## src/rtl/smc_pkg.sv

```systemverilog
package smc_pkg;
  // Timing at 50 MHz
  localparam int CLK_HZ = 50_000_000;
  localparam int LONG_OPEN_WINDOW_MS = 200;
  localparam int LONG_OPEN_WINDOW_CYC = LONG_OPEN_WINDOW_MS * (CLK_HZ / 1000);
  localparam int RESET_DELAY_TIME_US = 10;
  localparam int RESET_DELAY_TIME_CYC = RESET_DELAY_TIME_US * (CLK_HZ / 1_000_000);
  localparam int CFG_FILTER_CYC = 4;

  // Mode field encodings as written and read back by the host
  localparam logic [2:0] MODE_FIELD_NORMAL = 3'h0;
  localparam logic [2:0] MODE_FIELD_SLEEP = 3'h1;
  localparam logic [2:0] MODE_FIELD_STOP = 3'h2;
  localparam logic [2:0] MODE_FIELD_SOFT_RESET = 3'h3;

  // Bit positions of the status pair in the wake level status register
  localparam int STAT_REACTION_BIT = 0;
  localparam int STAT_COUNT_BIT = 1;

  typedef enum logic [2:0] {
    SMC_INIT,
    SMC_NORMAL,
    SMC_STOP,
    SMC_SLEEP,
    SMC_RESTART,
    SMC_FAILSAFE
  } smc_mode_t;

  // Latched power-up configuration
  typedef struct packed {
    logic supply_gnd;
    logic reaction_strap_state;
    logic debug;
  } smc_cfg_t;

  // Fault and wake events from the rest of the chip
  typedef struct packed {
    logic wake;
    logic wd_fail;
    logic io_overvoltage_flag;
    logic io_undervoltage;
    logic thermal_shutdown_level2;
  } smc_evt_t;
endpackage

```

## src/rtl/smc_cfg_latch.sv

```systemverilog
`timescale 1ns/1ps
module smc_cfg_latch #(
  parameter int FILTER_CYC = 4
) (
  input wire logic core_clk,
  input wire logic resetn,
  input wire logic capture,
  input wire logic level_in,
  output logic level_out
);
  import smc_pkg::*;

  logic [7:0] stable_cnt;
  logic last;
  wire same = (level_in == last);
  wire filtered_ok = (stable_cnt >= 8'(FILTER_CYC));

  always_ff @(posedge core_clk or negedge resetn) begin
    if (!resetn) begin
      last <= 1'b0;
      stable_cnt <= 8'h00;
    end else begin
      last <= level_in;
      if (!same) begin
        stable_cnt <= 8'h00;
      end else if (!filtered_ok) begin
        stable_cnt <= stable_cnt + 8'h01;
      end
    end
  end

  // Only power-on reset clears the stored value
  always_ff @(posedge core_clk or negedge resetn) begin
    if (!resetn) begin
      level_out <= 1'b0;
    end else if (capture && filtered_ok) begin
      level_out <= last;
    end
  end
endmodule

```

## src/rtl/smc_delay_timer.sv

```systemverilog
`timescale 1ns/1ps
module smc_delay_timer #(
  parameter int CYCLES = 500
) (
  input wire logic core_clk,
  input wire logic resetn,
  input wire logic run,
  output logic done
);
  import smc_pkg::*;

  logic [31:0] cnt;
  wire at_end = (cnt >= 32'(CYCLES - 1));

  always_ff @(posedge core_clk or negedge resetn) begin
    if (!resetn) begin
      cnt <= 32'h0000_0000;
      done <= 1'b0;
    end else if (!run) begin
      cnt <= 32'h0000_0000;
      done <= 1'b0;
    end else if (!at_end) begin
      cnt <= cnt + 32'h0000_0001;
    end else begin
      done <= 1'b1;
    end
  end
endmodule

```

## src/rtl/smc_mode_ctrl.sv

```systemverilog
`timescale 1ns/1ps
// Contract
// Six modes: init, normal, stop, sleep, restart, fail-safe; exactly one active.
// Init mode entered at power-up and after soft reset command.
// Restart after wake or failure; leaves to normal after reset delay, failure gone.
// Critical failures like level-2 thermal shutdown go fail-safe; buck off there.
// Stop keeps main regulator on; sleep turns buck off.
// Debug variant: all modes reachable, watchdog counter halted.
// Debug chosen when test pin held low throughout init mode; the code looks at the pin only until the straps are latched.
// Host writes mode field over SPI; device acts on it.
// Mode field cleared when passing restart, so it shows current mode.
// Start in init; long open window begins after reset output release.
// Supply strap sampled at power-up, kept until power-on reset.
// Strap open: external rail software controlled, off at start, undervoltage flag active.
// Strap grounded: external rail fixed 3.3 V following main regulator.
// Configs 1 and 3: watchdog failure gives restart; fail output per count bit.
// Configs 2 and 4: watchdog failure gives fail-safe; config 4 first gives restart.
// Overvoltage reset enabled, configs 1/3: overvoltage gives restart and fail output.
// Overvoltage reset enabled, configs 2/4: overvoltage gives fail-safe and fail output.
// Latched reaction configuration readable as two status bits.
// Pull-up reads 1 for restart; open reads 0; second bit mirrors count bit.
// Config 2 first missed trigger: main regulator off, fail output, fail-safe.
// Debug: watchdog failure causes no reset; host sends one SPI command.
// Pull interrupt pin weakly low in reset delay; latch at reset release.
// Latched configuration cleared only by power-on reset.
module smc_mode_ctrl #(
  parameter int LONG_WINDOW_CYC = smc_pkg::LONG_OPEN_WINDOW_CYC,
  parameter int RESET_DELAY_CYC = smc_pkg::RESET_DELAY_TIME_CYC,
  parameter int FILTER_CYC = smc_pkg::CFG_FILTER_CYC
) (
  input wire logic core_clk,
  input wire logic resetn,
  input wire logic spi_write,
  input wire logic [2:0] mode_field_wr,
  input wire logic failure_count_sel,
  input wire logic overvoltage_reset_en,
  input wire logic external_rail_en_sw,
  input wire logic supply_strap_pin,
  input wire logic irq_in,
  input wire logic test_pin,
  input wire smc_pkg::smc_evt_t evt,
  output smc_pkg::smc_mode_t mode,
  output logic [2:0] mode_field,
  output logic reset_out_n,
  output logic irq_pulldown_oe_n,
  output logic fail_output,
  output logic main_regulator_on,
  output logic external_rail_on,
  output logic external_rail_voltage_sel,
  output logic regulator_undervoltage_flag,
  output logic [1:0] wake_level_status_reg,
  output logic debug_mode,
  output logic long_window_active,
  output logic watchdog_halted
);
  import smc_pkg::*;

  // ---------------------------------------------------------------
  // Configuration capture
  // ---------------------------------------------------------------
  smc_mode_t state;
  smc_mode_t next_state;
  smc_cfg_t cfg;
  logic supply_gnd;
  logic reaction_strap_state;
  logic debug_seen_high;
  logic cfg_done;
  logic delay_done;
  logic [1:0] wd_fail_cnt;
  logic [31:0] window_cnt;
  logic first_cmd_seen;

  wire in_init = (state == SMC_INIT);
  wire in_restart = (state == SMC_RESTART);
  wire release_edge = (in_init || in_restart) && delay_done;
  // Capture only once per power-on; a soft reset does not re-latch
  wire cfg_capture = release_edge && !cfg_done;

  smc_cfg_latch #(.FILTER_CYC(FILTER_CYC)) u_reaction_latch (
    .core_clk(core_clk),
    .resetn(resetn),
    .capture(cfg_capture),
    .level_in(irq_in),
    .level_out(reaction_strap_state)
  );

  // Timer restarts on every entry, also on a direct step from init to restart
  wire timer_run = (in_init || in_restart) && (next_state == state);

  smc_delay_timer #(.CYCLES(RESET_DELAY_CYC)) u_reset_delay (
    .core_clk(core_clk),
    .resetn(resetn),
    .run(timer_run),
    .done(delay_done)
  );

  always_ff @(posedge core_clk or negedge resetn) begin
    if (!resetn) begin
      supply_gnd <= 1'b0;
      cfg_done <= 1'b0;
    end else if (!cfg_done) begin
      supply_gnd <= !supply_strap_pin;
      cfg_done <= cfg_capture;
    end
  end

  // A high on the test pin in init before the straps are latched disqualifies debug
  always_ff @(posedge core_clk or negedge resetn) begin
    if (!resetn) begin
      debug_seen_high <= 1'b0;
    end else if (in_init && !cfg_done && test_pin) begin
      debug_seen_high <= 1'b1;
    end
  end

  assign cfg.supply_gnd = supply_gnd;
  assign cfg.reaction_strap_state = reaction_strap_state;
  assign cfg.debug = cfg_done && !debug_seen_high;

  // ---------------------------------------------------------------
  // Fault decoding
  // ---------------------------------------------------------------
  wire restart_cfg = cfg.reaction_strap_state;
  wire single_cfg = failure_count_sel;
  wire wd_event = evt.wd_fail && !cfg.debug && !in_init;
  wire init_timeout = in_init && cfg_done && !cfg.debug && !first_cmd_seen &&
                      (window_cnt >= 32'(LONG_WINDOW_CYC - 1));
  wire wd_any = wd_event || init_timeout;
  wire ov_event = evt.io_overvoltage_flag && overvoltage_reset_en &&
                  (state == SMC_NORMAL || state == SMC_STOP);
  // Config 4 sends only the first failure to restart
  wire wd_to_failsafe = !restart_cfg && (single_cfg || wd_fail_cnt != 2'h0);
  wire wd_fo = single_cfg || (wd_fail_cnt != 2'h0);
  wire crit_event = evt.thermal_shutdown_level2;
  wire wake_event = evt.wake && (state == SMC_SLEEP || state == SMC_FAILSAFE);
  wire uv_event = evt.io_undervoltage && (state == SMC_NORMAL || state == SMC_STOP);

  // ---------------------------------------------------------------
  // Mode state machine
  // ---------------------------------------------------------------
  always_comb begin
    next_state = state;
    if (crit_event) begin
      next_state = SMC_FAILSAFE;
    end else if (ov_event) begin
      next_state = restart_cfg ? SMC_RESTART : SMC_FAILSAFE;
    end else if (wd_any && (state != SMC_FAILSAFE)) begin
      next_state = wd_to_failsafe ? SMC_FAILSAFE : SMC_RESTART;
    end else begin
      case (state)
        SMC_INIT: begin
          if (spi_write && delay_done) begin
            next_state = SMC_NORMAL;
          end
        end
        SMC_NORMAL, SMC_STOP: begin
          if (uv_event) begin
            next_state = SMC_RESTART;
          end else if (spi_write) begin
            if (mode_field_wr == MODE_FIELD_SOFT_RESET) begin
              next_state = SMC_INIT;
            end else if (mode_field_wr == MODE_FIELD_STOP) begin
              next_state = SMC_STOP;
            end else if (mode_field_wr == MODE_FIELD_SLEEP) begin
              // Stop cannot go straight to sleep
              next_state = (state == SMC_STOP) ? SMC_RESTART : SMC_SLEEP;
            end else if (mode_field_wr == MODE_FIELD_NORMAL) begin
              next_state = SMC_NORMAL;
            end
          end
        end
        SMC_SLEEP, SMC_FAILSAFE: begin
          if (wake_event) begin
            next_state = SMC_RESTART;
          end
        end
        SMC_RESTART: begin
          if (delay_done && !evt.io_undervoltage) begin
            next_state = SMC_NORMAL;
          end
        end
        default: next_state = SMC_INIT;
      endcase
    end
  end

  always_ff @(posedge core_clk or negedge resetn) begin
    if (!resetn) begin
      state <= SMC_INIT;
    end else begin
      state <= next_state;
    end
  end

  // Readback code of a mode; init, restart and fail-safe all read as normal
  function automatic logic [2:0] field_of(input smc_mode_t m);
    logic [2:0] f;
    f = MODE_FIELD_NORMAL;
    if (m == SMC_SLEEP) begin
      f = MODE_FIELD_SLEEP;
    end else if (m == SMC_STOP) begin
      f = MODE_FIELD_STOP;
    end
    return f;
  endfunction

  // Field follows the mode taken, not the raw request, so a refused or
  // redirected write never shows a mode the device is not in
  wire [2:0] next_field = field_of(next_state);

  always_ff @(posedge core_clk or negedge resetn) begin
    if (!resetn) begin
      mode_field <= MODE_FIELD_NORMAL;
    end else begin
      mode_field <= next_field;
    end
  end

  // ---------------------------------------------------------------
  // Watchdog failure count, fail output and long window
  // ---------------------------------------------------------------
  always_ff @(posedge core_clk or negedge resetn) begin
    if (!resetn) begin
      wd_fail_cnt <= 2'h0;
      fail_output <= 1'b0;
    end else begin
      if (wd_any && state != SMC_FAILSAFE && wd_fail_cnt != 2'h3) begin
        wd_fail_cnt <= wd_fail_cnt + 2'h1;
      end
      // Restart entry on wake or undervoltage, and restart exit, leave the fail output as it is
      if ((wd_any && state != SMC_FAILSAFE && wd_fo) || ov_event) begin
        fail_output <= 1'b1;
      end
    end
  end

  always_ff @(posedge core_clk or negedge resetn) begin
    if (!resetn) begin
      window_cnt <= 32'h0000_0000;
      first_cmd_seen <= 1'b0;
    end else if (!in_init || !delay_done || cfg.debug) begin
      window_cnt <= 32'h0000_0000;
      first_cmd_seen <= 1'b0;
    end else begin
      window_cnt <= window_cnt + 32'h0000_0001;
      if (spi_write) begin
        first_cmd_seen <= 1'b1;
      end
    end
  end

  // ---------------------------------------------------------------
  // Outputs
  // ---------------------------------------------------------------
  assign mode = state;
  assign reset_out_n = !((in_init || in_restart) && !delay_done) && (state != SMC_SLEEP);
  assign irq_pulldown_oe_n = !((in_init || in_restart) && !delay_done && !cfg_done);
  assign main_regulator_on = (state != SMC_SLEEP) && (state != SMC_FAILSAFE);
  assign external_rail_on = cfg.supply_gnd ? main_regulator_on :
                            (external_rail_en_sw && cfg_done);
  assign external_rail_voltage_sel = cfg.supply_gnd;
  assign regulator_undervoltage_flag = !cfg.supply_gnd;
  assign wake_level_status_reg[STAT_REACTION_BIT] = cfg.reaction_strap_state;
  assign wake_level_status_reg[STAT_COUNT_BIT] = failure_count_sel;
  assign debug_mode = cfg.debug;
  assign watchdog_halted = cfg.debug;
  assign long_window_active = in_init && delay_done && !cfg.debug;

  // ---------------------------------------------------------------
  // Checks
  // ---------------------------------------------------------------
  // Host request with nothing of higher priority in the same cycle
  wire host_req_ok = spi_write && !crit_event && !ov_event && !wd_any && !uv_event;
endmodule

```

## config.mk

```make
export PLATFORM = sky130hd
export DESIGN_NAME = smc_mode_ctrl
export DESIGN_NICKNAME = d
export VERILOG_FILES = /design/src/rtl/smc_pkg.sv /design/src/rtl/smc_cfg_latch.sv /design/src/rtl/smc_delay_timer.sv /design/src/rtl/smc_mode_ctrl.sv
export SDC_FILE = /design/constraint.sdc
export NUM_CORES = 1
export LEC_CHECK = 0
export ABC_AREA = 1
export BUFFER_PORTS_ARGS = -buffer_cell sky130_fd_sc_hd__buf_2
export CAP_MARGIN = 15
export CORE_UTILIZATION = 29
export DETAILED_ROUTE_END_ITERATION = 10
export GPL_ROUTABILITY_DRIVEN = 0
export PLACE_DENSITY_LB_ADDON = 0.25
export SLEW_MARGIN = 20
export SYNTH_ARGS = -nofsm -noshare
export SYNTH_HDL_FRONTEND = slang
export SYNTH_SLANG_ARGS = --single-unit
```

## constraint.sdc

```tcl
create_clock -name core_clk -period 2.45 [get_ports core_clk]
set_input_delay 0.49 -clock core_clk [delete_from_list [all_inputs] [get_ports core_clk]]
set_output_delay 0.49 -clock core_clk [all_outputs]
set_load 0.05 [all_outputs]
```

== Yosys cells after proc, flatten, opt, wreduce, memory -nomap -nowiden ==
Index checks and enable logic that the tools add are counted.
Word-level totals
  output and inout bits: 18
  bits in registers: 88
  logic and storage cells: 124
  bits of input ports: 17
Cells by class
  add/sub/neg operators: 4
  order comparisons: 3
  mux-type cells: 29
  reductions and logical operators: 56
  equal/unequal tests: 18
Operator list (number)
  $mux W32: 3
  $add A32 B1 Y32 const B: 2
  $mux W3: 13
  $ge A32 B24 Y1 const B: 1
  $ge A32 B9 Y1 const B: 1
  $logic_and A1 B1 Y1: 30
  $eq A3 B2 Y1 const B: 6
  $mux W8: 2
  $logic_not A1 Y1: 12
  $pmux W3 S4: 1
  $add A8 B1 Y8 const B: 1
  $ge A8 B3 Y1 const B: 1
  $logic_or A1 B1 Y1: 8
  $mux W1: 8
  $ne A2 B2 Y1 const B: 4
  $eq A3 B1 Y1 const B: 2
  $eq A3 B3 Y1 const B: 2
  $logic_not A3 Y1: 2
  $mux W2: 2
  $reduce_bool A2 Y1: 2
  $reduce_or A2 Y1: 2
  $eq A3 B3 Y1: 1
  $ne A3 B2 Y1 const B: 1
  $ne A3 B3 Y1 const B: 1
  other kinds (2): 2

== Depth between registers and ports, before layout ==
  depth after elaboration: 14
  gate-level depth with buffers: 19
  gate-level depth less buffers: 18

== By module ==
From an unflattened synthesis, not the netlist that was laid out.
Unflattened totals
  cell total of the unflattened synthesis: 622
  area, all modules: 4794.6 um2
Modules (own cells, without submodules)
  smc_mode_ctrl: cells an instance 365, sequential area each 1101.1 um2, instances 1, area an instance 2747.6 um2
  smc_delay_timer: cells an instance 200, sequential area each 825.8 um2, instances 1, area an instance 1589.0 um2
  smc_cfg_latch: cells an instance 57, sequential area each 250.2 um2, instances 1, area an instance 457.9 um2

== Least setup slack after synthesis ==
OpenSTA, ideal clock, no wires.
  kind: register -> output
  start point: register supply_gnd (netlist: external_rail_voltage_sel)
  end point: output external_rail_on
  arrival time: 2.175 ns
  cell stages (with the launch flop): 3
  slack: -0.215 ns
  buffers on the path: 0
  required time: 1.960 ns
  cell sequence: dfrtp_1 > inv_1 > o21ai_0
Between the ends
  longest elaborated chain between the ends: 1
RTL lines
  start: declaration: RTL line smc_mode_ctrl.sv:64  | logic supply_gnd;
  start signal: assignment: RTL line smc_mode_ctrl.sv:102  | supply_gnd <= !supply_strap_pin;
  $mux W1: RTL line smc_mode_ctrl.sv:259  | assign external_rail_on = cfg.supply_gnd ? main_regulator_on :
  end: declaration: RTL line smc_mode_ctrl.sv:48  | output logic external_rail_on,
No other way between the ends.

== Worst setup path after layout ==
  start point: register state[1] (netlist: mode[1])
  end point: output long_window_active
Between the ends
  longest elaborated chain between the ends: 3
RTL lines
  start: declaration: RTL line smc_mode_ctrl.sv:61  | smc_mode_t state;
  start signal: assignment: RTL line smc_mode_ctrl.sv:191  | state <= next_state;
  $logic_not A3 Y1: RTL line smc_mode_ctrl.sv:73  | wire in_init = (state == SMC_INIT);
  $logic_and A1 B1 Y1 (2 in a row): RTL line smc_mode_ctrl.sv:267  | assign long_window_active = in_init && delay_done && !cfg.debug;
  end: declaration: RTL line smc_mode_ctrl.sv:53  | output logic long_window_active,
No other way between the ends.

==> flow_metrics.env <==
export IMPL_crit_fanout=7
export IMPL_synth_compound_area_share_pct=7.00
export IMPL_initial_core_util_pct=30.0
export IMPL_synth_seq_cells=87
export IMPL_vias_per_cell=4.34
export IMPL_first_global_vias=3374
export IMPL_syn2layout_area_growth_pct=17.5
export IMPL_rsz0062_at_grt="yes"
export IMPL_synth_top_cell_area_share_pct=47.2
export IMPL_cp_end_kind="output port"
export IMPL_crit_chain="nor2_2, nand2_2, nor3_4, buf_2"
export IMPL_root_buffer="clkbuf_16"
export IMPL_grt_overflow=0
export IMPL_clockBufferDepth=2
export IMPL_drive_gt1_share_pct=22.4
export IMPL_final_nets=599
export IMPL_cts_max_level=3
export IMPL_diodes=0
export IMPL_synth_main_ff_cell="dfrtp_1"
export IMPL_grt_pass1_wl_microns=15800
export IMPL_finClkSkew_ps=8.52
export IMPL_period_share_pct=89.3
export IMPL_cp_required_ps=1960
export IMPL_placementRows=45
export IMPL_synth_cell_types=47
export IMPL_hp_class="in2async"
export IMPL_max_freq_mhz=457
export IMPL_io_pins=35
export IMPL_ant_nets=0
export IMPL_synth_xor_area_share_pct=2.28
export IMPL_core_sq_um=15400
export IMPL_num_vias=3436
export IMPL_synth_avg_cell_area_sq_um=8.82
export IMPL_clock_latency_ps=340
export IMPL_io_buffers=33
export IMPL_dp_cells=771
export IMPL_regArea_sq_um=2180
export IMPL_grt_max_degree=35
export IMPL_arrival_ps=1700
export IMPL_synthSimpleGateAreaFrac_pct=32.3
export IMPL_drt_iter0_drc=112
export IMPL_reg2regPathDepth=11
export IMPL_r2r_end="window_cnt[20]"
export IMPL_ys_warnings_count=0
export IMPL_die_area_sq_um=16400
export IMPL_async_reset_ff_share_pct=100
export IMPL_synth_area_mux_share_pct=0.217
export IMPL_multi_input_area_sq_um=2020
export IMPL_slew_violations=0
export IMPL_fillers=1576
export IMPL_finalCriticalPeriod_ps=2190
export IMPL_worst_path_max_delay_cell="dfrtp_1"
export IMPL_yosysTopAreaCell="dfrtp_1"
export IMPL_yosysSeqAreaShare_pct=47.2
export IMPL_synth_edf_count=0
export IMPL_clk_pin_slew_ps=60
export IMPL_max_vdd_ir_drop_uv=490
export IMPL_hold_buffers=0
export IMPL_cpPeakStageDelay_ps=480
export IMPL_wl_per_cell_microns=11.5
export IMPL_antenna_found_initial=0
export IMPL_outcome="finished clean"
export IMPL_drc_errors=0
export IMPL_die_h_microns=128
export IMPL_path_class="reg2out"
export IMPL_cts_tree="built"
export IMPL_power_mw=3.67
export IMPL_final_cells=792
export IMPL_syn_inst=523
export IMPL_hold_viol_final=0
export IMPL_cap_violations=0
export IMPL_finalSetupViolCount=0
export IMPL_synthTopCellsByArea="dfrtp_1 (47%), nor2_4 (7.3%), inv_1 (6.4%)"
export IMPL_startpoint_type="register"
export IMPL_syn_nets=546
export IMPL_cellLeakagePower_nw=2.30
export IMPL_powerDensity_nw_per_um2=676
export IMPL_synth_adder_area_share_pct=1.63
export IMPL_numCtsBuffers=9
export IMPL_wl_microns=9100
export IMPL_synth_area_sq_um=4610
export IMPL_fp_dieW_microns=128
export IMPL_firstDrtPassIters=4
export IMPL_dp_hpwl_microns=6880
export IMPL_worstReg2RegStart="window_cnt[0]"
export IMPL_clock_sinks=87
export IMPL_ff2ff_setup_slack_ps=270
export IMPL_synth_top_family_by_area="simple AND/OR/NAND/NOR gates"
export IMPL_grt_usage_pct=12.3
how the worst max path moves through the flow:
stage	from	to
5_1_grt	window_cnt[0]	window_cnt[20]
2_1_floorplan	mode[1]	long_window_active
4_1_cts	window_cnt[0]	u_reset_delay.cnt[29]
6_report	mode[1]	long_window_active
3_5_place_dp	window_cnt[0]	u_reset_delay.cnt[11]
3_3_place_gp	mode_field_wr[2]	u_reset_delay.cnt[25]
routing by layer:
layer	global-route usage [%]	up-vias	share of wire (%)
li1	-	1776	-
met1	15.6	1619	47
met2	20.3	31	49
met3	3.13	10	2.8
met4	4.15	0	1.4
met5	0	-	0
critical path: cells and delay by family (launching register included):
family                 cells  cell delay, ps
buffers and inverters      1             320
AND/OR/NAND/NOR            3             560
flip-flops                 1             480
stage by stage:
stage	hold WS, ps	setup TNS (ps)	cell area (sq um)	worst slack, ps	utilization, %
CTS	103	0	5330	155	34.7
global route	122	-67.5	5420	-35.6	35.3
finish	92.8	0	5420	261	35.3
global placement	442	0	5060	222	32.9
floorplan	194	0	4610	63.1	-
detailed placement	444	0	5060	155	32.9
sequential cells by signal, indices dropped and copies added (netlist names):
register	count
wd_fail_cnt	2
external_rail_voltage_sel	1
u_reaction_latch.level_out	1
u_reset_delay.cnt	32
mode	3
u_reaction_latch.last	1
debug_seen_high	1
window_cnt	32
fail_output	1
u_reset_delay.done	1
first_cmd_seen	1
cfg_done	1
mode_field	2
u_reaction_latch.stable_cnt	8
cell families (layout without fill, tap and decap cells):
group	Yosys count	after routing
buf+inv	97	155
simple gates	261	261
compound gates	58	58
flops	87	87
fa+ha+maj	6	6
mux	1	1
xor+xnor	12	12
other cells	1	1
Yosys cell counts (all sizes together), types with 2 or more instances:
master,n
nor2,109
dfrtp,87
inv,86
nand2,76
nor3,25
a21oi,23
nand3,22
o21ai,22
nor4,12
nand4,10
xor2,9
buf,7
ha,6
a31oi,4
o21a,4
xnor2,3
clkbuf,2
clkinv,2
nand3b,2
or2,2
final cells by class:
class | instances | area share [%]
flip-flops and latches | 87 | 40.1
inverters | 88 | 6.11
clock inverters | 4 | 0.531
well taps | 211 | 4.87
repair buffers | 51 | 6.51
multi-input cells | 339 | 37.3
clock buffers | 12 | 4.55
cells in the final DEF, fill, tap and decap left out, types with 8 or more instances in the layout:
master,netlist,final
inv_1,79,79
nor3_1,23,23
xor2_1,9,9
nand4_1,10,10
nand3_1,19,18
clkbuf_16,0,10
nor4_1,8,8
nand2_1,70,70
nor2_4,30,31
o21ai_0,21,20
nor2_1,72,70
a21oi_1,22,22
buf_4,4,15
buf_2,0,32
dfrtp_1,87,87
where the power goes:
part | internal [mW] | total (mW) | switching (mW) | leakage [nW]
logic | 0.297 | 0.865 | 0.568 | 0.987
registers | 1.49 | 1.53 | 0.0448 | 1.19
clock network | 0.717 | 1.27 | 0.550 | 0.129
total | 2.50 | 3.67 | 1.16 | 2.30
what timing repair did:
action	in CTS	in global routing
setup endpoints to repair	0	29
setup buffers	0	4
gates resized for setup	0	9
Power figures use the tool's default switching activity.
